===== src/ies_pkg.sv =====
package ies_pkg;
    localparam int IES_N_NODE = 112;
    localparam int IES_NODE_W = 7;
    localparam int IES_PRIO_W = 4;
    localparam int IES_N_SHARED = 8;
    localparam int IES_SHARED_FIRST = 104;
    localparam int IES_N_SHSRC = 16;
    localparam int IES_SEL_W = 4;
    localparam int IES_N_PEC = 8;
    localparam int IES_PEC_W = 3;
    localparam int IES_ADDR_W = 24;
    localparam int IES_CNT_W = 8;
    localparam int IES_N_ERU = 4;
    localparam int IES_ERU_FIRST_NODE = 0;
    localparam int IES_N_ESR = 3;
    localparam int IES_N_HWTRAP = 8;
    localparam int IES_N_TRAP = 10;
    localparam int IES_TRAP_W = 4;
    localparam int IES_TRAP_SR0 = 8;
    localparam int IES_TRAP_SR1 = 9;
    localparam int IES_VEC_W = 8;
    localparam logic [7:0] IES_INT_VEC_BASE = 8'h10;
    localparam logic [3:0] IES_RESP_JC = 4'h7;
    localparam logic [3:0] IES_RESP_NOJC = 4'hb;
    localparam logic [23:0] IES_PTR_RESET = 24'h000000;
    localparam logic [7:0] IES_CNT_RESET = 8'h00;

    typedef struct packed {
        logic enable;
        logic [IES_PRIO_W-1:0] prio;
        logic use_pec;
        logic [IES_PEC_W-1:0] pec_chan;
    } ies_node_cfg_t;

    typedef struct packed {
        logic continuous;
        logic word;
        logic inc_src;
        logic inc_dst;
    } ies_pec_cfg_t;

    typedef struct packed {
        logic [IES_ADDR_W-1:0] src;
        logic [IES_ADDR_W-1:0] dst;
        logic [IES_CNT_W-1:0] cnt;
    } ies_pec_chan_t;

    typedef struct packed {
        logic [1:0] edge_sel;
        logic [IES_N_ERU-1:0] route;
        logic [IES_N_ERU-1:0] pattern;
        logic [1:0] gate;
    } ies_eru_cfg_t;

    localparam logic [1:0] IES_GATE_ALWAYS = 2'h0;
    localparam logic [1:0] IES_GATE_MATCH = 2'h1;
    localparam logic [1:0] IES_GATE_MISS = 2'h2;
    localparam logic [1:0] IES_GATE_NEVER = 2'h3;
endpackage


===== src/ies_request_router_unit.sv =====
`timescale 1ns/1ps
module ies_request_router_unit import ies_pkg::*; #(
    parameter int N_CH = IES_N_ERU
) (
    input wire logic clk_sys,
    input wire logic reset_n,
    input wire logic [N_CH-1:0] eru_in,
    input wire ies_eru_cfg_t eru_cfg [N_CH],
    output logic [N_CH-1:0] eru_req
);
    logic [N_CH-1:0] prev_r;
    logic [N_CH-1:0] evt;
    logic [N_CH-1:0] gated;

    always_ff @(posedge clk_sys) begin
        if (!reset_n) begin
            prev_r <= '0;
            eru_req <= '0;
        end else begin
            prev_r <= eru_in;
            eru_req <= gated;
        end
    end

    ////////////////////////////////////////////////////////////////////////
    genvar i;
    generate
        for (i = 0; i < N_CH; i++) begin : g_ch
            // edge_trigger_logic: bit0 rising, bit1 falling, both for either edge
            assign evt[i] = (eru_cfg[i].edge_sel[0] & eru_in[i] & ~prev_r[i])
                          | (eru_cfg[i].edge_sel[1] & ~eru_in[i] & prev_r[i]);
            // output_gate_unit: routed events filtered by pattern of input levels
            wire routed = |(evt & eru_cfg[i].route);
            wire hit = (eru_in & eru_cfg[i].pattern) == eru_cfg[i].pattern;
            assign gated[i] = routed & ((eru_cfg[i].gate == IES_GATE_ALWAYS)
                            | ((eru_cfg[i].gate == IES_GATE_MATCH) & hit)
                            | ((eru_cfg[i].gate == IES_GATE_MISS) & ~hit));
        end
    endgenerate
endmodule // ies_request_router_unit


===== src/ies_interrupt_system.sv =====
`timescale 1ns/1ps
// Overview of operation
// - each request served by vector or transfer
// - event transfer steals exactly one cycle
// - copy byte/word, bump source/destination pointers
// - decrement count unless continuous mode
// - count at zero raises standard interrupt
// - eight independent event transfer channels
// - response at least 7 or 11 clocks
// - standard service branches to node vector
// - 112 nodes with flag, enable, priority
// - shared nodes pick source via selectors
// - router: 4 channels, matrix, 4 gates
// - rising, falling or both edge detection
// - gate filters on pattern match or miss
// - trap branches to its own vector
// - each trap sets its flag bit
// - trap preempts unless equal or higher trap running
// - interrupts and transfers blocked during traps
// - three pins give two system request traps
// - software trap starts numbered vector
// - software write of request flag pends
module ies_interrupt_system import ies_pkg::*; #(
    parameter int N_NODE = IES_N_NODE,
    parameter int N_PEC = IES_N_PEC
) (
    input wire logic clk_sys,
    input wire logic reset_n,
    input wire logic [N_NODE-1:0] node_src_req,
    input wire logic [IES_N_SHSRC-1:0] shared_src_req,
    input wire logic [IES_SEL_W-1:0] source_select_reg [IES_N_SHARED],
    input wire ies_node_cfg_t node_cfg [N_NODE],
    input wire logic sw_req_set,
    input wire logic [IES_NODE_W-1:0] sw_req_node,
    input wire logic [IES_PRIO_W-1:0] cpu_prio,
    input wire logic jump_cache_on,
    input wire logic svc_end,
    input wire logic [IES_N_ERU-1:0] eru_in,
    input wire ies_eru_cfg_t eru_cfg [IES_N_ERU],
    input wire logic [IES_N_HWTRAP-1:0] hw_trap_in,
    input wire logic [IES_N_TRAP-1:0] trap_flag_clear,
    input wire logic [IES_N_ESR-1:0] service_request_pin,
    input wire logic [IES_N_ESR-1:0] sr0_pin_sel,
    input wire logic [IES_N_ESR-1:0] sr1_pin_sel,
    input wire logic sw_trap,
    input wire logic [IES_VEC_W-1:0] sw_trap_num,
    input wire logic pec_load,
    input wire logic [IES_PEC_W-1:0] pec_load_chan,
    input wire ies_pec_chan_t pec_load_val,
    input wire ies_pec_cfg_t pec_cfg [N_PEC],
    output logic svc_start,
    output logic [IES_VEC_W-1:0] svc_vector,
    output logic svc_is_trap,
    output logic svc_busy,
    output logic [IES_N_TRAP-1:0] trap_flag_register,
    output logic [N_NODE-1:0] request_flag_bit,
    output logic pec_steal,
    output logic [IES_ADDR_W-1:0] pec_src_addr,
    output logic [IES_ADDR_W-1:0] pec_dst_addr,
    output logic pec_word,
    output logic [IES_CNT_W-1:0] pec_count [N_PEC]
);
    typedef enum logic [1:0] {ST_IDLE, ST_WAIT, ST_BUSY} ies_state_t;

    ies_state_t state_r;
    logic [3:0] wait_r;
    logic [IES_NODE_W-1:0] node_r;
    logic trap_act_r;
    logic [IES_TRAP_W-1:0] trap_lvl_r;
    logic [IES_N_TRAP-1:0] trap_pend_r;
    logic [IES_N_ESR-1:0] esr_prev_r;
    ies_pec_chan_t pec_r [N_PEC];

    ////////////////////////////////////////////////////////////////////////
    // source selection and request router
    logic [IES_N_ERU-1:0] eru_req;
    logic [N_NODE-1:0] src_eff;

    ies_request_router_unit #(.N_CH(IES_N_ERU)) u_router (
        .clk_sys(clk_sys),
        .reset_n(reset_n),
        .eru_in(eru_in),
        .eru_cfg(eru_cfg),
        .eru_req(eru_req)
    );

    genvar g;
    generate
        for (g = 0; g < N_NODE; g++) begin : g_src
            if (g >= IES_SHARED_FIRST && g < IES_SHARED_FIRST + IES_N_SHARED) begin : g_sh
                assign src_eff[g] =
                    shared_src_req[source_select_reg[g-IES_SHARED_FIRST]];
            end else if (g >= IES_ERU_FIRST_NODE && g < IES_ERU_FIRST_NODE + IES_N_ERU) begin : g_er
                assign src_eff[g] = node_src_req[g] | eru_req[g-IES_ERU_FIRST_NODE];
            end else begin : g_ded
                assign src_eff[g] = node_src_req[g];
            end
        end
    endgenerate

    ////////////////////////////////////////////////////////////////////////
    // node arbitration
    logic [IES_NODE_W-1:0] win_node;
    logic [IES_PRIO_W-1:0] win_prio;
    logic win_valid;

    always_comb begin
        win_node = '0;
        win_prio = '0;
        win_valid = 1'b0;
        for (int n = 0; n < N_NODE; n++) begin
            // strict greater keeps the lowest node index on equal priority
            if (request_flag_bit[n] && node_cfg[n].enable && node_cfg[n].prio > cpu_prio
                && (!win_valid || node_cfg[n].prio > win_prio)) begin
                win_node = IES_NODE_W'(n);
                win_prio = node_cfg[n].prio;
                win_valid = 1'b1;
            end
        end
    end

    ////////////////////////////////////////////////////////////////////////
    // trap selection: lower index is the higher priority
    logic [IES_N_ESR-1:0] esr_rise;
    logic [IES_N_TRAP-1:0] trap_set;
    logic [IES_TRAP_W-1:0] trap_win;
    logic trap_any;
    logic trap_go;

    assign esr_rise = service_request_pin & ~esr_prev_r;
    assign trap_set = {|(esr_rise & sr1_pin_sel), |(esr_rise & sr0_pin_sel),
                       hw_trap_in};

    always_comb begin
        trap_win = '0;
        trap_any = 1'b0;
        for (int t = IES_N_TRAP - 1; t >= 0; t--) begin
            if (trap_pend_r[t]) begin
                trap_win = IES_TRAP_W'(t);
                trap_any = 1'b1;
            end
        end
    end

    assign trap_go = trap_any && (!trap_act_r || trap_win < trap_lvl_r);

    ////////////////////////////////////////////////////////////////////////
    // event transfer decision for the latched node
    ies_node_cfg_t cur_cfg;
    ies_pec_chan_t cur_pec;
    ies_pec_cfg_t cur_pcfg;
    logic wait_done;
    logic do_pec;
    logic [IES_CNT_W-1:0] cnt_dec;
    logic [IES_ADDR_W-1:0] step;
    logic [3:0] resp_load;

    assign cur_cfg = node_cfg[node_r];
    assign cur_pec = pec_r[cur_cfg.pec_chan];
    assign cur_pcfg = pec_cfg[cur_cfg.pec_chan];
    assign wait_done = (state_r == ST_WAIT) && (wait_r == 4'h0) && !trap_go;
    assign do_pec = cur_cfg.use_pec && (cur_pcfg.continuous || cur_pec.cnt != '0);
    assign cnt_dec = cur_pcfg.continuous ? cur_pec.cnt : cur_pec.cnt - 8'h01;
    assign step = cur_pcfg.word ? 24'h000002 : 24'h000001;
    // flag set, grant and flag clear take three cycles, the rest is counted here
    assign resp_load = (jump_cache_on ? IES_RESP_JC : IES_RESP_NOJC) - 4'h3;

    ////////////////////////////////////////////////////////////////////////
    // request flags: a new event wins over the clear of the same cycle
    logic [N_NODE-1:0] flag_nxt;
    logic [N_NODE-1:0] flag_clr;
    logic [N_NODE-1:0] flag_set;

    generate
        for (g = 0; g < N_NODE; g++) begin : g_flag
            assign flag_clr[g] = wait_done && node_r == IES_NODE_W'(g);
            assign flag_set[g] = src_eff[g]
                | (sw_req_set && sw_req_node == IES_NODE_W'(g))
                | (flag_clr[g] && do_pec && !cur_pcfg.continuous
                   && cnt_dec == '0);
            assign flag_nxt[g] = flag_set[g] | (request_flag_bit[g] & ~flag_clr[g]);
        end
    endgenerate

    always_ff @(posedge clk_sys) begin
        if (!reset_n) begin
            request_flag_bit <= '0;
            esr_prev_r <= '0;
        end else begin
            request_flag_bit <= flag_nxt;
            esr_prev_r <= service_request_pin;
        end
    end

    always_ff @(posedge clk_sys) begin
        if (!reset_n) begin
            trap_flag_register <= '0;
            trap_pend_r <= '0;
        end else begin
            trap_flag_register <= trap_set | (trap_flag_register & ~trap_flag_clear);
            trap_pend_r <= trap_set | (trap_pend_r & ~({{(IES_N_TRAP-1){1'b0}}, trap_go}
                                                        << trap_win));
        end
    end

    ////////////////////////////////////////////////////////////////////////
    // service sequencer
    always_ff @(posedge clk_sys) begin
        if (!reset_n) begin
            state_r <= ST_IDLE;
            wait_r <= '0;
            node_r <= '0;
            trap_act_r <= 1'b0;
            trap_lvl_r <= '0;
            svc_start <= 1'b0;
            svc_vector <= '0;
            svc_is_trap <= 1'b0;
            pec_steal <= 1'b0;
            pec_src_addr <= '0;
            pec_dst_addr <= '0;
            pec_word <= 1'b0;
        end else begin
            svc_start <= 1'b0;
            pec_steal <= 1'b0;
            if (trap_go) begin
                // a trap abandons any wait; its node flag stays pending
                state_r <= ST_BUSY;
                trap_act_r <= 1'b1;
                trap_lvl_r <= trap_win;
                svc_start <= 1'b1;
                svc_vector <= IES_VEC_W'(trap_win);
                svc_is_trap <= 1'b1;
            end else begin
                case (state_r)
                    ST_IDLE: begin
                        if (sw_trap) begin
                            state_r <= ST_BUSY;
                            svc_start <= 1'b1;
                            svc_vector <= sw_trap_num;
                            svc_is_trap <= 1'b0;
                        end else if (win_valid) begin
                            state_r <= ST_WAIT;
                            node_r <= win_node;
                            wait_r <= resp_load;
                        end
                    end
                    ST_WAIT: begin
                        if (wait_r != 4'h0) begin
                            wait_r <= wait_r - 4'h1;
                        end else if (do_pec) begin
                            state_r <= ST_IDLE;
                            pec_steal <= 1'b1;
                            pec_src_addr <= cur_pec.src;
                            pec_dst_addr <= cur_pec.dst;
                            pec_word <= cur_pcfg.word;
                        end else begin
                            state_r <= ST_BUSY;
                            svc_start <= 1'b1;
                            svc_vector <= IES_INT_VEC_BASE + IES_VEC_W'(node_r);
                            svc_is_trap <= 1'b0;
                        end
                    end
                    ST_BUSY: begin
                        // no return stack: a trap ends the whole service nest
                        if (svc_end) begin
                            state_r <= ST_IDLE;
                            trap_act_r <= 1'b0;
                            svc_is_trap <= 1'b0;
                        end
                    end
                    default: state_r <= ST_IDLE;
                endcase
            end
        end
    end

    // idle only follows a finished trap, so no interrupt is granted inside one
    assign svc_busy = (state_r == ST_BUSY) | trap_act_r;

    ////////////////////////////////////////////////////////////////////////
    // event transfer channels
    generate
        for (g = 0; g < N_PEC; g++) begin : g_pec
            wire mine = wait_done && do_pec && cur_cfg.pec_chan == IES_PEC_W'(g);
            always_ff @(posedge clk_sys) begin
                if (!reset_n) begin
                    pec_r[g] <= '{src: IES_PTR_RESET, dst: IES_PTR_RESET, cnt: IES_CNT_RESET};
                end else if (mine) begin
                    pec_r[g].src <= pec_r[g].src + (pec_cfg[g].inc_src ? step : '0);
                    pec_r[g].dst <= pec_r[g].dst + (pec_cfg[g].inc_dst ? step : '0);
                    pec_r[g].cnt <= cnt_dec;
                end else if (pec_load && pec_load_chan == IES_PEC_W'(g)) begin
                    pec_r[g] <= pec_load_val;
                end
            end
            assign pec_count[g] = pec_r[g].cnt;
        end
    endgenerate
endmodule // ies_interrupt_system


===== config.mk =====
export PLATFORM = sky130hd
export DESIGN_NAME = ies_interrupt_system
export DESIGN_NICKNAME = d
export VERILOG_FILES = /design/src/ies_pkg.sv /design/src/ies_request_router_unit.sv /design/src/ies_interrupt_system.sv
export SDC_FILE = /design/constraint.sdc
export NUM_CORES = 2
export LEC_CHECK = 0
export BUFFER_PORTS_ARGS = -buffer_cell sky130_fd_sc_hd__buf_2
export CORE_AREA = 2 2 629 631
export DETAILED_ROUTE_END_ITERATION = 8
export DIE_AREA = 0 0 631 633
export GPL_ROUTABILITY_DRIVEN = 0
export SYNTH_ARGS = -nofsm -noshare
export SYNTH_HDL_FRONTEND = slang
export SYNTH_SLANG_ARGS = --single-unit

===== constraint.sdc =====
create_clock -name clk_sys -period 233.5 [get_ports clk_sys]
set_input_delay 11.675 -clock clk_sys [delete_from_list [all_inputs] [get_ports clk_sys]]
set_output_delay 11.675 -clock clk_sys [all_outputs]
set_load 0.05 [all_outputs]

* Word level (Yosys, flattened, before mapping) *
Memories as Yosys holds them, arrays and structs flattened.
Cells that the tools add are included.

storage, ports and cells
  register bits = 221
  word-level logic and storage cells = 2937
  memory bits (writable) = 448
  output and inout port bits = 247
  memories = 1

memories
  memory  depth  width  rd ports  clocked after Yosys merged registers in  write ports  line                        text
  pec_r   8      56     9         0                                        8            ies_interrupt_system.sv:72  ies_pec_chan_t pec_r [N_PEC];

cells by class
  bitwise logic cells = 690
  mux-type cells = 530
  add/sub/neg operators = 20
  $lt $le $gt $ge = 234
  reduce and logical (&&, ||, !) cells = 1178
  shift operators = 1
  equality and inequality tests = 263

operators with widths
  cell                                                                           number
  1-bit logical AND                                                              916
  4-bit > comparator                                                             223
  7-bit 2-to-1 mux                                                               110
  24-bit 2-to-1 mux                                                              32
  7-bit == test (second input constant)                                          96
  4-bit 2-to-1 mux                                                               130
  7-bit by 6-bit == test with 1-bit output (second input constant)               64
  1-bit OR                                                                       401
  24-bit by 2-bit adder with 24-bit output                                       16
  7-bit by 5-bit == test with 1-bit output (second input constant)               32
  1-bit 2-to-1 mux                                                               200
  8-bit 2-to-1 mux                                                               20
  1-bit AND                                                                      140
  1-bit inverter                                                                 129
  1-bit logical NOT                                                              114
  1-bit logical OR                                                               113
  7-bit by 4-bit == test with 1-bit output (second input constant)               16
  9-bit binary-select mux with 7-bit select                                      1
  7-bit by 3-bit == test with 1-bit output (second input constant)               8
  2-bit 2-to-1 mux                                                               23
  4-bit by 5-bit less-than comparator with 1-bit output (second input constant)  8
  4-bit AND                                                                      8
  1-bit binary-select mux with 4-bit select                                      8
  7-bit by 2-bit == test with 1-bit output (second input constant)               4
  other kinds (48)                                                               104

* Longest topological paths before layout *
  depth after elaboration = 451
  gate-level depth with buffers = 1018

* Cells and area by module *
Synthesis repeated with hierarchy kept, for this count alone.

second synthesis, totals
  cells, all modules = 8976
  area total of the unflattened synthesis = 77947.3 um2

modules (own cells, without submodules)
  module                   area each (um2)  cells an instance  seq. area each (um2)  times used
  ies_interrupt_system     77426.8          8915               17717.0               1
  ies_request_router_unit  520.5            61                 160.2                 1

* Worst setup path before layout *
OpenSTA, ideal clock, no wires.

  kind = input port to flip-flop
  start point = in cpu_prio[3]
  end point = reg node_r[6]
  stages = 913
  setup slack = 52.986 ns
  data arrival time = 180.394 ns
  setup time = 0.120 ns
  path through = inv_1 -> ha_1 -> nand4_1 -> nand3_1 -> a21oi_1 -> nand2_1 -> ha_1 -> nor2b_1 -> o211ai_1 -> a21oi_1 -> a21oi_1 -> a22oi_1 -> ha_1 -> nor2b_1 -> o21a_1 -> nor3_1 -> a2bb2oi_1 -> nor3_1 -> (+877 left out) -> nand2b_1 -> a21oi_1 -> a41o_1 -> a21oi_1 -> inv_1 -> nand2_1 -> o21ai_0 -> a31oi_1 -> ha_1 -> nor2b_1 -> o21ai_0 -> nand2b_1 -> a21oi_1 -> a41o_1 -> o2111ai_1 -> nor3_2 -> nand4_1 -> o31a_1

RTL lines
  item                    line                         text
  start: declaration      ies_interrupt_system.sv:35   input wire logic [IES_PRIO_W-1:0] cpu_prio,
  end signal: assignment  ies_interrupt_system.sv:243  node_r <= win_node;
  end: declaration        ies_interrupt_system.sv:67   logic [IES_NODE_W-1:0] node_r;

==> results by group <==
Min path
  • Worst Hold Class: reg2reg
  • Worst hold start: trap_lvl_r[3]$_SDFFE_PN0P_

Timing
  • Final period utilization: 90.4%
  • Max Clk Rate: around 4.7 MHz
  • Final setup viols: 0
  • Setup Skew: 55.7 ps
  • Final hold vios: 0
  • Max-Slew Margin vs Limit: 4.15%
  • Final Critical Period: ~210000 ps
  • RSZ-0062 raised after global routing: false
  • Final setup TNS: 0 ps
  • Slew at the pin with the worst max-slew slack: 1440 ps
  • Max Slew Vio Count: 0

Floorplan
  • Die height: 633 µm
  • Die W: 631 µm
  • Initial core utilization: 20.1%
  • Row count: between 200 and 250
  • Die Footprint: 399000 µm²
  • Core area: 392000 µm²
  • Io pins: about 1600

Global routing
  • Met2 usage: 35.2%
  • Met1 GRT Util: 23.0%
  • Global-route wire length before repair: 608000 µm
  • GRT busiest layer: met2
  • Number of global-route vias before repair: 78564
  • Met3 usage: 6.06%
  • Initial antenna violation count: 284
  • Global route total overflow: 0
  • Total GRT Usage: 21.4%
  • Largest net degree at the start of global routing: 110

Worst setup path
  • Arr. time, crit path: 211560 ps
  • Crit Path Category: in2reg
  • Worst setup EP type: flop
  • Reg-to-Reg Start: request_flag_bit[0]$_SDFF_PN0_
  • Worst path required time: between 200000 and 250000 ps
  • Crit. Startpoint: cpu_prio[3]
  • CP most frequent cell: a21oi_1
  • Critical-path top delay cell: a41oi_1
  • Crit-path max cell delay: 880 ps
  • Setup slack, reg-to-reg: 33810 ps
  • Crit path max fanout: 16
  • Worst Setup Start Kind: input port

CTS
  • Cts repair resizes: 0
  • CTS max path bufs: 3
  • H-tree levels: 3
  • Post-CTS Hold Fix Bufs: 0
  • Clk root buf: clkbuf_16
  • Clock buffers created by TritonCTS: 84
  • Clock Latency Late Sink: 720 ps
  • CTS tree: done
  • Setup Buffers After CTS: 0
  • Clock transition at path regs: approximately 70 ps
  • Sink Count: 669

Synthesis
  • Sequential share of the synthesized area: 22.7%
  • Number of synthesized register bits: 669
  • Count leader, synth: nand2_1
  • Top_reg_cell synth: edfxtp_1
  • Synth top area cells: edfxtp_1 17%, ha_1 13%, mux4_2 8.6%
  • Mapped Cells: slightly above 9000
  • Yosys warns: 0
  • Mean Syn Cell Area: 8.53 µm²
  • FFs w/ async S/R, synth: 0%
  • Cell accounting for the most synthesized area: edfxtp_1
  • Yosys cell types: 129
  • Synth top cells by count: 952 x nand2_1, 834 x ha_1, 717 x a21oi_1
  • Syn nets: 11455
  • Mapped Area: 78800 µm²
  • Yosys top cell area share: 17.1%
  • Post-synth EDFFs: about 450

Routing
  • Drt pass-1 iters: 8
  • Vias: 84332
  • Vias/cell: 5.18
  • DRC viols: 0
  • DR WL/cell: 27.7 µm
  • DRT antenna net count: 0
  • Iter 0 DRT Violations: just under 8000
  • Final wirelength: 451000 µm

Final layout
  • Final Net Count: 12868
  • Layout cells sized above 1: 22.8%
  • Multi-input logic area: 57700 µm²
  • Area growth from synthesis to layout: 22.8%
  • Fillers: 43046
  • Register area: 17900 µm²
  • Final Non-Filler Cells: ~16000

Pwr
  • P_leak: 39.6 nW
  • Cell Pwr Density: 20.0 nW/µm²
  • Max IR drop VDD: between 20 and 30 µV

Placed design
  • Buffers on Ports: 1602
  • Hpwl dp: 387000 µm
  • Cells after DPL: 15788

Job
  • Max-cap violations: 0

Outcome
  • Status: completed
[flip-flops by register name, summed over array words and instances (netlist names)]
name                count
svc_is_trap             1
node_r                  7
wait_r                  4
trap_act_r              1
pec_src_addr           24
svc_start               1
u_router.prev_r         4
esr_prev_r              3
trap_flag_register     10
pec_r                 448
svc_vector              8
request_flag_bit      112
pec_dst_addr           24
trap_lvl_r              4
pec_steal               1
trap_pend_r            10
pec_word                1
u_router.eru_req        4
state_r                 2
[final timing paths]
path	endpoint	cells after the start
min	trap_lvl_r[3]$_SDFFE_PN0P_	2
min reg2reg	trap_lvl_r[3]$_SDFFE_PN0P_	2
max reg2reg	node_r[4]$_SDFFE_PN0P_	899
max	node_r[4]$_SDFFE_PN0P_	903
[area by class of cell]
| class | instances | area share, % |
|---|---|---|
| Sequential cell | 669 | 18.5 |
| Clock inverter | 47 | 0.709 |
| Multi-Input combinational cell | 7671 | 59.6 |
| Antenna cell | 326 | 0.843 |
| Tap cell | 5220 | 6.75 |
| Clock buffer | 109 | 2.39 |
| Inverter | 504 | 1.98 |
| Timing Repair Buffer | 1724 | 9.28 |
[cells by family after synthesis]
| logic type | Yosys count | synth area share, % |
|---|---|---|
| and+or+nand+nor | 3090 | 19.2 |
| AOI/OAI and AO/OA | 2768 | 23.3 |
| buffers and inverters | 901 | 4.65 |
| adders and majority gates | 855 | 13.7 |
| DFF | 669 | 22.7 |
| muxes | 599 | 12.5 |
| xor gates and xnor gates | 359 | 3.99 |
[critical path: cells and delay by family]
kind | cells | cell delay [ps]
muxes | 40 | 13010
AOI/OAI and AO/OA | 459 | 104580
and+or+nand+nor | 235 | 40760
adders and majority gates | 117 | 34990
buffers and inverters | 52 | 6200
[per-layer routing]
layer,wire length (µm),vias to the layer above
met4,40500,90
li1,-,38292
met3,39400,1030
met2,210000,3962
met5,689,-
met1,160000,40958
[stage by stage]
stage	hold WS (ps)	worst slack [ps]	power [mW]	cell area [µm²]	utilization, %
after floorplan	436	52990	1.35	78800	-
after global placement	444	27060	1.74	93000	23.7
after detailed placement	448	25790	1.76	93000	23.7
after CTS	456	25880	1.92	96000	24.5
after global routing	490	6910	2.13	96600	24.6
final	456	22500	1.94	96800	24.7
[power by group]
group,total [mW],internal (mW),switching (mW)
Sequential,0.145,0.133,0.0116
Combinational,1.65,0.666,0.983
Clock,0.147,0.0836,0.0630
[cells in the final DEF (no fill, tap or decap), drive strengths merged, types with 35 or more instances in the layout]
cell type	n
a211o	39
a211oi	125
a21o	80
a21oi	728
a22o	96
a31oi	94
and2	115
and3	200
buf	1724
clkbuf	109
dfxtp	221
diode	326
edfxtp	448
ha	834
inv	511
mux2	65
mux2i	234
mux4	300
nand2	952
nand2b	102
nand3	344
nand4	176
nor2	566
nor2b	255
nor3	152
nor4	37
o2111ai	71
o211ai	96
o21a	212
o21ai	702
o311ai	35
o31ai	65
or2	56
or3	39
xnor2	207
xor2	152
Power figures use the tool's default switching activity.
